===== config.mk =====
export PLATFORM = sky130hd
export DESIGN_NAME = ipei_ctrl
export DESIGN_NICKNAME = d
export VERILOG_FILES = /design/src/rtl/ipei_pkg.sv /design/src/rtl/ipei_ctrl.sv
export SDC_FILE = /design/constraint.sdc
export NUM_CORES = 1
export LEC_CHECK = 0
export ABC_AREA = 1
export BUFFER_PORTS_ARGS = -buffer_cell sky130_fd_sc_hd__buf_2
export CAP_MARGIN = 5
export CORE_MARGIN = 4
export CORE_UTILIZATION = 37
export DETAILED_ROUTE_END_ITERATION = 12
export PLACE_DENSITY = 0.87
export SLEW_MARGIN = 0
export SYNTH_ARGS = -nofsm -noshare
export SYNTH_HDL_FRONTEND = slang
export SYNTH_SLANG_ARGS = --single-unit

===== constraint.sdc =====
create_clock -name clk -period 1.3 [get_ports clk]
set_clock_uncertainty 0.15 [all_clocks]
set_input_delay 0 -clock clk [delete_from_list [all_inputs] [get_ports clk]]
set_output_delay 0 -clock clk [all_outputs]
set_load 0.02 [all_outputs]

===== src/rtl/ipei_pkg.sv =====
// ==========================================================
// interrupt controller package
package ipei_pkg;

   // ==========================================================
   // vector addresses (msb byte of each pair)
   localparam logic [15:0] VEC_RESET   = 16'h1ffe;
   localparam logic [15:0] VEC_TRAP    = 16'h1ffc;
   localparam logic [15:0] VEC_EXT     = 16'h1ffa;
   localparam logic [15:0] VEC_CTIMER  = 16'h1ff8;
   localparam logic [15:0] VEC_PTIMER  = 16'h1ff6;
   localparam logic [15:0] VEC_SERIAL  = 16'h1ff4;
   localparam logic [15:0] VEC_ANALOG  = 16'h1ff2;

   // ==========================================================
   // priorities, 1 highest, 0 for the software trap
   localparam logic [2:0]  PRIO_TRAP   = 3'h0;
   localparam logic [2:0]  PRIO_RESET  = 3'h1;
   localparam logic [2:0]  PRIO_EXT    = 3'h2;
   localparam logic [2:0]  PRIO_CTIMER = 3'h3;
   localparam logic [2:0]  PRIO_PTIMER = 3'h4;
   localparam logic [2:0]  PRIO_SERIAL = 3'h5;
   localparam logic [2:0]  PRIO_ANALOG = 3'h6;

   // ==========================================================
   // register map and fields
   localparam logic [3:0]  ADDR_STATUS_CTRL = 4'h0;
   localparam logic [3:0]  ADDR_SEQ_STATUS  = 4'h4;
   localparam int          CTRL_EN_BIT      = 7;
   localparam int          CTRL_PEND_BIT    = 3;
   localparam int          CTRL_CLR_BIT     = 1;
   localparam logic        CTRL_EN_RST      = 1'h1;
   localparam logic        MASK_RST         = 1'h1;
   localparam int          SEQ_STATE_LSB    = 0;
   localparam int          SEQ_PRIO_LSB     = 8;
   localparam int          SEQ_MASK_BIT     = 16;

   // ==========================================================
   // sources
   localparam int          RST_SRC_NUM      = 5;
   localparam int          PORT_PIN_NUM     = 4;

   // ==========================================================
   // types
   typedef enum logic [3:0] {
      ST_IDLE   = 4'h1,
      ST_STACK  = 4'h2,
      ST_MASK   = 4'h4,
      ST_VECTOR = 4'h8
   } ipei_state_type;

   typedef struct packed {
      logic boundary;
      logic trapExec;
      logic retExec;
      logic retMask;
      logic cliExec;
      logic seiExec;
      logic stackDone;
      logic vecDone;
   } ipei_cpu_in_type;

   typedef struct packed {
      logic        stackReq;
      logic        vecFetch;
      logic [15:0] vecAddr;
      logic        globalMask;
      logic        resetEntry;
   } ipei_cpu_out_type;

   typedef struct packed {
      logic [3:0]  address;
      logic        read;
      logic        write;
      logic [31:0] writedata;
      logic [3:0]  byteenable;
   } ipei_avs_in_type;

endpackage : ipei_pkg

===== src/rtl/ipei_ctrl.sv =====
`timescale 1ns/100ps
// Notes on behaviour
// - maskable interrupts are taken only at instruction boundaries
// - each source fetches its own fixed vector pair
// - pending requests are served in fixed priority order, software trap with instruction
// - running routines are preempted by maskable requests only after they clear the global mask; reset preempts them regardless
// - entry stacks registers, then sets global mask and starts vector fetch in the same cycle
// - return restores stacked registers, including the global mask
// - software trap is taken regardless of global mask or local enables
// - external service blocked by global mask set or external enable clear
// - after each instruction latch tested against mask and enable
// - latch cleared during vector fetch; new request may latch meanwhile
// - build option selects falling edge or falling edge plus low level
// - level mode: request present while any source holds the pin low
// - edge mode: new request only after pin returns high and falls
// - port pins option: rising edge latches shared external request
// - port pins share sensitivity choice; level mode high level latches
// - level mode: request present while any source holds a port pin high
// - edge mode: port request again only after return low and rise
// - any port pin high hides dedicated pin and other port pins
// - dedicated pin low hides all port pins
// - pending flag reflects latch, read only, cleared by reset
// - writing one to clear bit clears pending; reads as zero
// - reset sets the external enable bit
module ipei_ctrl #(
   parameter logic LEVEL_SENS  = 1'h0,
   parameter logic PORT_INT_EN = 1'h1,
   parameter logic WATCHDOG_EN = 1'h1
) (
   // clock and reset
   input  wire logic                          clk,
   input  wire logic                          rst,
   // register bus
   input  wire ipei_pkg::ipei_avs_in_type     avsIn,
   output logic [31:0]                        avsReadData,
   output logic                               avsWaitRequest,
   // cpu sequencer
   input  wire ipei_pkg::ipei_cpu_in_type     cpuIn,
   output ipei_pkg::ipei_cpu_out_type         cpuOut,
   // interrupt sources
   input  wire logic                          extIntN,
   input  wire logic [3:0]                    portIntPins,
   input  wire logic [4:0]                    resetSrc,
   input  wire logic [3:0]                    srcReq
);
   import ipei_pkg::*;

   // ==========================================================
   // state
   ipei_state_type   state_r,       state_nxt;
   ipei_cpu_out_type cpuOut_r,      cpuOut_nxt;
   logic [2:0]       prio_r,        prio_nxt;
   logic             extLatch_r,    extLatch_nxt;
   logic             extEnable_r,   extEnable_nxt;
   logic             prevComb_r,    prevComb_nxt;
   logic             waitReq_r,     waitReq_nxt;
   logic [31:0]      readData_r,    readData_nxt;

   logic             combN;
   logic             extEvent;
   logic             resetHit;
   logic             effMask;
   logic             takeExt;
   logic [3:0]       takeSrc;
   logic             busAccept;
   logic             clrWrite;
   logic             vecClrExt;

   // ==========================================================
   // pin combining and edge detection
   always_comb begin
      // port high hides the pin; pin low hides the ports
      combN    = extIntN & ~(PORT_INT_EN & (|portIntPins));
      prevComb_nxt = combN;
      if (LEVEL_SENS) begin
         extEvent = ~combN | (prevComb_r & ~combN);
      end else begin
         extEvent = prevComb_r & ~combN;
      end
   end

   // ==========================================================
   // bus slave
   always_comb begin
      busAccept    = (avsIn.read | avsIn.write) & ~waitReq_r;
      clrWrite     = busAccept & avsIn.write & avsIn.byteenable[0] &
                     (avsIn.address == ADDR_STATUS_CTRL) & avsIn.writedata[CTRL_CLR_BIT];
      waitReq_nxt  = ~((avsIn.read | avsIn.write) & waitReq_r);
      readData_nxt = readData_r;
      extEnable_nxt = extEnable_r;
      if ((avsIn.read | avsIn.write) & waitReq_r) begin
         readData_nxt = 32'h0000_0000;
         if (avsIn.read) begin
            case (avsIn.address)
               ADDR_STATUS_CTRL: begin
                  readData_nxt[CTRL_EN_BIT]   = extEnable_r;
                  readData_nxt[CTRL_PEND_BIT] = extLatch_r;
               end
               ADDR_SEQ_STATUS: begin
                  readData_nxt[SEQ_STATE_LSB +: 4] = state_r;
                  readData_nxt[SEQ_PRIO_LSB +: 3]  = prio_r;
                  readData_nxt[SEQ_MASK_BIT]       = cpuOut_r.globalMask;
               end
               default: begin
                  readData_nxt = 32'h0000_0000;
               end
            endcase
         end
      end
      if (busAccept & avsIn.write & avsIn.byteenable[0] & (avsIn.address == ADDR_STATUS_CTRL)) begin
         extEnable_nxt = avsIn.writedata[CTRL_EN_BIT];
      end
   end

   // ==========================================================
   // sequencer decision
   always_comb begin
      resetHit = |(resetSrc & {WATCHDOG_EN, 4'hf});
      effMask  = cpuIn.retExec ? cpuIn.retMask : cpuOut_r.globalMask;
      takeExt  = extLatch_r & extEnable_r & ~effMask;
      takeSrc  = srcReq & {4{~effMask}};
      state_nxt  = state_r;
      prio_nxt   = prio_r;
      cpuOut_nxt = cpuOut_r;
      cpuOut_nxt.resetEntry = 1'h0;
      vecClrExt  = 1'h0;
      if (cpuIn.seiExec) begin
         cpuOut_nxt.globalMask = 1'h1;
      end else if (cpuIn.cliExec) begin
         cpuOut_nxt.globalMask = 1'h0;
      end else if (cpuIn.retExec) begin
         cpuOut_nxt.globalMask = cpuIn.retMask;
      end
      case (state_r)
         ST_IDLE: begin
            if (cpuIn.boundary) begin
               state_nxt = ST_STACK;
               cpuOut_nxt.stackReq = 1'h1;
               if (cpuIn.trapExec) begin
                  cpuOut_nxt.vecAddr = VEC_TRAP;
                  prio_nxt = PRIO_TRAP;
               end else if (takeExt) begin
                  cpuOut_nxt.vecAddr = VEC_EXT;
                  prio_nxt = PRIO_EXT;
               end else if (takeSrc[0]) begin
                  cpuOut_nxt.vecAddr = VEC_CTIMER;
                  prio_nxt = PRIO_CTIMER;
               end else if (takeSrc[1]) begin
                  cpuOut_nxt.vecAddr = VEC_PTIMER;
                  prio_nxt = PRIO_PTIMER;
               end else if (takeSrc[2]) begin
                  cpuOut_nxt.vecAddr = VEC_SERIAL;
                  prio_nxt = PRIO_SERIAL;
               end else if (takeSrc[3]) begin
                  cpuOut_nxt.vecAddr = VEC_ANALOG;
                  prio_nxt = PRIO_ANALOG;
               end else begin
                  state_nxt = ST_IDLE;
                  cpuOut_nxt.stackReq = 1'h0;
               end
            end
         end
         ST_STACK: begin
            if (cpuIn.stackDone) begin
               state_nxt = ST_MASK;
               cpuOut_nxt.stackReq = 1'h0;
            end
         end
         ST_MASK: begin
            state_nxt = ST_VECTOR;
            cpuOut_nxt.globalMask = 1'h1;
            cpuOut_nxt.vecFetch   = 1'h1;
            vecClrExt = (cpuOut_r.vecAddr == VEC_EXT);
         end
         ST_VECTOR: begin
            if (cpuIn.vecDone) begin
               state_nxt = ST_IDLE;
               cpuOut_nxt.vecFetch = 1'h0;
            end
         end
         default: begin
            state_nxt = ST_IDLE;
            cpuOut_nxt.stackReq = 1'h0;
            cpuOut_nxt.vecFetch = 1'h0;
         end
      endcase
      if (resetHit) begin
         state_nxt = ST_VECTOR;
         prio_nxt  = PRIO_RESET;
         cpuOut_nxt.stackReq   = 1'h0;
         cpuOut_nxt.vecFetch   = 1'h1;
         cpuOut_nxt.vecAddr    = VEC_RESET;
         cpuOut_nxt.globalMask = 1'h1;
         cpuOut_nxt.resetEntry = 1'h1;
      end
   end

   // ==========================================================
   // external request latch, set wins over clear
   always_comb begin
      extLatch_nxt = extLatch_r;
      if (vecClrExt | clrWrite) begin
         extLatch_nxt = 1'h0;
      end
      if (extEvent) begin
         extLatch_nxt = 1'h1;
      end
   end

   // ==========================================================
   // registers
   always_ff @(posedge clk) begin
      if (rst) begin
         state_r     <= ST_IDLE;
         cpuOut_r    <= '{stackReq: 1'h0, vecFetch: 1'h0, vecAddr: 16'h0000,
                          globalMask: MASK_RST, resetEntry: 1'h0};
         prio_r      <= 3'h0;
         extLatch_r  <= 1'h0;
         extEnable_r <= CTRL_EN_RST;
         prevComb_r  <= 1'h1;
         waitReq_r   <= 1'h1;
         readData_r  <= 32'h0000_0000;
      end else begin
         state_r     <= state_nxt;
         cpuOut_r    <= cpuOut_nxt;
         prio_r      <= prio_nxt;
         extLatch_r  <= extLatch_nxt;
         extEnable_r <= extEnable_nxt;
         prevComb_r  <= prevComb_nxt;
         waitReq_r   <= waitReq_nxt;
         readData_r  <= readData_nxt;
      end
   end

   assign cpuOut         = cpuOut_r;
   assign avsReadData    = readData_r;
   assign avsWaitRequest = waitReq_r;
endmodule : ipei_ctrl


==> results of run 1 <==
layout by cell type (no fill, tap or decap), types with 2 or more instances in the layout:
| cell | n |
|---|---|
| buf_2 | 56 |
| nand2_1 | 49 |
| conb_1 | 27 |
| inv_1 | 23 |
| dfxtp_1 | 21 |
| dlygate4sd3_1 | 20 |
| nor2_1 | 15 |
| a21oi_1 | 15 |
| nand3_1 | 14 |
| buf_4 | 14 |
| nand2_2 | 7 |
| nand4_1 | 7 |
| nor2_4 | 6 |
| nor2_2 | 4 |
| nand3_2 | 4 |
| dfxtp_2 | 4 |
| a21oi_2 | 3 |
| clkbuf_8 | 3 |
| dfxtp_4 | 3 |
| inv_4 | 2 |
| nor3_1 | 2 |
| buf_6 | 2 |
what timing repair did:
item | 4_1_cts | 5_1_grt
hold endpoints to repair | 16 | 7
setup buffers | 0 | 5
pin swaps | 1 | 12
setup endpoints to repair | 12 | 20
gates resized for setup | 11 | 20
hold buffers | 20 | 1
sequential cells by signal, indices dropped and copies added, names as in the netlist:
signal	cells
cpuOut	8
extLatch_r	1
prevComb_r	1
extEnable_r	1
avsWaitRequest	1
avsReadData	9
prio_r	3
state_r	4
kinds of logic (layout without fill, tap and decap cells):
kind of cell           count (synthesis)  after routing  synth area share
DFF                                   28             28             0.339
and+or+nand+nor                      114            114             0.343
buffers and inverters                 63            124             0.222
other                                  1             27           0.00227
AOI/OAI and AO/OA                     25             25            0.0937
stage by stage:
step                      setup TNS (ns)   util
after detailed placement          -0.276  0.443
after global routing               -1.31  0.533
after CTS                        -0.0800  0.511
after floorplan                        0      -
after global placement           -0.0319  0.443
final                             -0.444  0.533
critical path, delay by kind of cell, from the launching register on:
kind	cells	cell delay [ns]
flops	1	0.37
buf+inv	2	0.19
simple gates	5	0.58
final timing paths:
path | cells past startpoint | slack, ns | endpoint | startpoint
worst max-delay path | 7 | -0.09 | state_r[0] | state_r[2]
worst max register to register | 7 | -0.09 | state_r[0] | state_r[2]
worst min-delay path | 5 | -0.08 | extLatch_r | portIntPins[2]
worst min register to register | 2 | 0.31 | prio_r[2] | prio_r[2]
power by group through the flow:
stage | Combinational [mW] | Sequential (mW) | Clock [mW]
3_3_place_gp | 0.362 | 0.921 | 0
2_1_floorplan | 0.300 | 0.942 | 0
6_report | 0.453 | 0.904 | 0.694
5_1_grt | 0.494 | 0.907 | 0.742
3_5_place_dp | 0.369 | 0.923 | 0
4_1_cts | 0.418 | 0.904 | 0.697
per-layer routing:
layer	part of all wire	track usage
met1	0.37	0.172
met2	0.50	0.293
met3	0.081	0.0441
met4	0.051	0.0791
met5	0	0.00926
cell type report:
| class | count | area (um^2) | area share |
|---|---|---|---|
| clock buffers | 3 | 41.3 | 0.0178 |
| clock inverters | 1 | 30.0 | 0.0129 |
| inverters | 27 | 106 | 0.0458 |
| multi-input cells | 166 | 881 | 0.380 |
| flip-flops and latches | 28 | 577 | 0.249 |
| well taps | 52 | 65.1 | 0.0280 |
| repair buffers | 93 | 621 | 0.267 |
==> out/results.ini, run 1 <==
[outcome]
status = finished with violations
violations = hold timing, setup timing

[yosys]
synth_top_area_frac = 0.339
ys_warn_count = 0
yosysSeqAreaShare = 0.339
avgSynthCellArea_um2 = 7.17
netlist_instances = 231
synthTopCellsByArea = dfxtp_1 (34%), buf_4 (16%), nand2_1 (12%)
yosysMostFrequentCell = nand2_1
synth_edf_count = 0
ys_types = 30
synth_commonest_cells = nand2_1 (53), buf_4 (35), dfxtp_1 (28), inv_1 (25), nor2_1 (19)
synth-seq-cells = 28
synth.largest_area_cell = dfxtp_1
synthFlopType = dfxtp_1
synth_area_mm2 = 0.00166
async_flop_share = 0

[setup_path]
crit_arrival_ns = 1.41
critical_path.startpoint_type = flip-flop
crit_required_ns = 1.32
crit_path_cell_trace = nor2_4, buf_6, nand3b_1, nand3_2, inv_2, nand3_2, nand3_1
crit_type = reg -> reg
crit_path_max_incr_delay_ns = 0.37
cpMaxStageDelayCell = dfxtp_4
cp-end-kind = flip-flop
crit_top_cell = nand3_2
crit_fanout = 4

[global_route]
gr-usage-all-layers = 0.162
grt_max_degree = 17
antenna_found_initial = 0
grt_pass1_vias = 1610
grt_pass1_wl_um = 6990
gr-total-overflow = 0

[clocking]
clock_latency_ns = 0.28
clk_path_buf_depth = 2
clk_pin_slew_ns = 0.10
cts_tree = done
clkSinkCount = 28
htreeDepth = 1
cts-root-buf = clkbuf_8
numCtsBuffers = 3

[pwr]
p_sw_frac = 0.288
combPwrFrac = 0.221
p_sw_mw = 0.590
intPower_mw = 1.46
p_leak_nw = 1.17
p_seq_frac = 0.441
clockPowerShare = 0.338
ir_drop_mv = 0.653
power.density_mw_per_mm2 = 884
p_total_mw = 2.05

[routing]
drtAntennaViolNets = 0
wl_per_cell_um = 13.1
avgViaCountPerCell = 4.62
route.detailed.drc = 0
dr_total_vias = 1709
drtPass1Iterations = 5
drt_wl_total_um = 4850
drt_iter0_markers = 95

[layout]
nets = 385
design_area_mm2 = 0.00232
diodes = 0
area_delta_synth_final_pct = 40.2
fill_cells = 403
drive_above_1_share = 0.368
fin_cells = 370

[sta]
max_freq_mhz = 719
post-route-min-period_ns = 1.39
period_share = 1.07
rsz0062_at_grt = yes
finalHoldViolCount = 2
hold_ws_ns = -0.0822
finalSetupViolations = 10
layout_setup_ws_ns = -0.0915
drv_slew = 0

[die]
start_util = 0.380
die_w_um = 74.9
core_mm2 = 0.00435
io_pins = 119
dieArea_mm2 = 0.00561
num_rows = 24
die_h_um = 74.9

[placed_design]
place_inst = 342
globalplace.congestion = 0.962
pre_cts_ws_ns = -0.104
io_buffers = 58
dp_hpwl_um = 3350
postPlaceCellArea_mm2 = 0.00193

[worst_hold_path]
hold_path.class = in -> reg

[run]
drv_cap = 0

Note: power is estimated with default switching activity, not from simulation.
==> run 2: changes to the inputs <==
Settings changed: CORE_UTILIZATION 37 to 41.
Clock period 1.3 ns to 1.4 ns, I/O delays scaled along.
==> out/results.ini, run 2 (same netlist as run 1, synthesis figures left out) <==
[outcome]
status = finished, final reports clean

[routing]
avgViaCountPerCell = 4.68
route.detailed.drc = 0
drtAntennaViolNets = 0
drtPass1Iterations = 4
wl_per_cell_um = 12.7
dr_total_vias = 1695
drt_iter0_markers = 54
drt_wl_total_um = 4610

[sta]
setup_tns_ns = 0
period_share = 0.982
max_freq_mhz = 728
drv_slew = 0
finalHoldViolCount = 0
rsz0062_at_grt = yes
post-route-min-period_ns = 1.37
finalSetupViolations = 0
hold_ws_ns = 0.0193

[layout]
largest_register_ffs = 9
fin_util = 0.593
area_delta_synth_final_pct = 35.0
layout_common_cells = buf_2 (58), nand2_1 (50), conb_1 (27)
design_area_mm2 = 0.00223
drive_above_1_share = 0.338
diodes = 0
layout_commonest_cell = buf_2
nets = 381

[die]
die_h_um = 71.5
dieArea_mm2 = 0.00512
die_w_um = 71.5
io_pins = 119
num_rows = 22
start_util = 0.439
core_mm2 = 0.00377

[setup_path]
crit_top_cell = nand2_1
worstRegToRegCells = 6
reg2reg_setup_slack_ns = 0.05
critPathLaunch = avsIn[38]
cpMaxStageDelayCell = dlygate4sd3_1
crit_path_cell_trace = dlygate4sd3_1, buf_2, inv_1, nand2_1, nor2_2, nand2_1, nor2_2, nand2_1, o2111ai_1, nand2_1
crit_arrival_ns = 1.39
reg2reg_from = state_r[2]
crit_path_max_incr_delay_ns = 0.54
r2r-end = prio_r[0]
crit_end = extLatch_r
cp-end-kind = flip-flop
crit_required_ns = 1.42
critical_path.startpoint_type = input pin
crit_fanout = 2
crit_type = in -> reg

[clocking]
clock_latency_ns = 0.27
numCtsBuffers = 3
cts_tree = done
htreeDepth = 1
clkSinkCount = 28
cts-root-buf = clkbuf_8
clk_pin_slew_ns = 0.10
clk_path_buf_depth = 2

[global_route]
grt_pass1_vias = 1562
grt_pass1_wl_um = 6860
gr-total-overflow = 0
grt_max_degree = 17
gr-usage-all-layers = 0.163
antenna_found_initial = 0

[pwr]
p_sw_frac = 0.284
ir_drop_mv = 0.440
power.density_mw_per_mm2 = 845
p_sw_mw = 0.536
p_leak_nw = 1.12
combPwrFrac = 0.218
p_seq_frac = 0.444
clockPowerShare = 0.338
intPower_mw = 1.35

[placed_design]
io_buffers = 58
postPlaceCellArea_mm2 = 0.00189
dp_hpwl_um = 3090
globalplace.congestion = 0.883

[worst_hold_path]
hold_path.class = in -> reg
min-delay-start = resetSrc[0]

[run]
drv_cap = 0

-- run 2: cell count changes in the layout (fill, tap and decap cells not counted), sizes merged --
cell,before,now
buf,72,68
clkinvlp,0,1
dlygate4sd3,20,21
dlymetal6s4s,1,0
inv,26,25
-- run 2: how the worst min path moves through the flow --
stage	endpoint	slack [ns]	cells after the start
after detailed placement	cpuOut[1]	0.05	3
after global placement	cpuOut[1]	0.04	3
final	cpuOut[0]	0.02	5
after CTS	cpuOut[0]	0.03	5
after floorplan	cpuOut[13]	-0.08	1
after global routing	cpuOut[3]	0.04	5
-- run 2: stage by stage --
stage	power (mW)	worst slack (ns)	instances
2_1_floorplan	1.15	0.0322	257
6_report	1.89	0.0256	362
3_3_place_gp	1.18	0.0553	334
5_1_grt	1.95	-0.0681	362
3_5_place_dp	1.19	0.0235	334
4_1_cts	1.85	0.0114	356
-- run 2: area by class of cell --
| type | count | area (um^2) |
|---|---|---|
| Clock buffer | 3 | 41.3 |
| Multi-Input combinational cell | 166 | 855 |
| Fill cell | 324 | 1540 |
| Tap cell | 48 | 60.1 |
| Timing Repair Buffer | 89 | 576 |
| Inverter | 27 | 105 |
| Sequential cell | 28 | 568 |
| Clock inverter | 1 | 30.0 |
-- run 2: critical path: cells and delay by family --
kind | cells | cell delay (ns)
buffers and inverters | 3 | 0.73
and+or+nand+nor | 6 | 0.55
AOI/OAI and AO/OA | 1 | 0.09
-- run 2: power groups by stage --
stage | Combinational [mW] | Sequential (mW) | Clock, mW
2_1_floorplan | 0.278 | 0.874 | 0
3_3_place_gp | 0.329 | 0.855 | 0
3_5_place_dp | 0.336 | 0.856 | 0
4_1_cts | 0.376 | 0.838 | 0.632
5_1_grt | 0.449 | 0.842 | 0.663
6_report | 0.413 | 0.838 | 0.638
-- run 2: what timing repair did --
item / 4_1_cts / 5_1_grt
hold buffers: 18 / 4
setup buffers: 0 / 3
hold endpoints to repair: 17 / 2
resized for setup: 2 / 15
pin swaps: 0 / 4
gates cloned: 0 / 0
setup endpoints to repair: 1 / 18
-- run 2: metal layers --
metal / GRT usage / up-vias / wire length [um]
met5: 0 / - / 0
met4: 0.0564 / 0 / 179
met3: 0.0224 / 18 / 312
met2: 0.307 / 70 / 2350
met1: 0.184 / 763 / 1760
li1: - / 844 / -
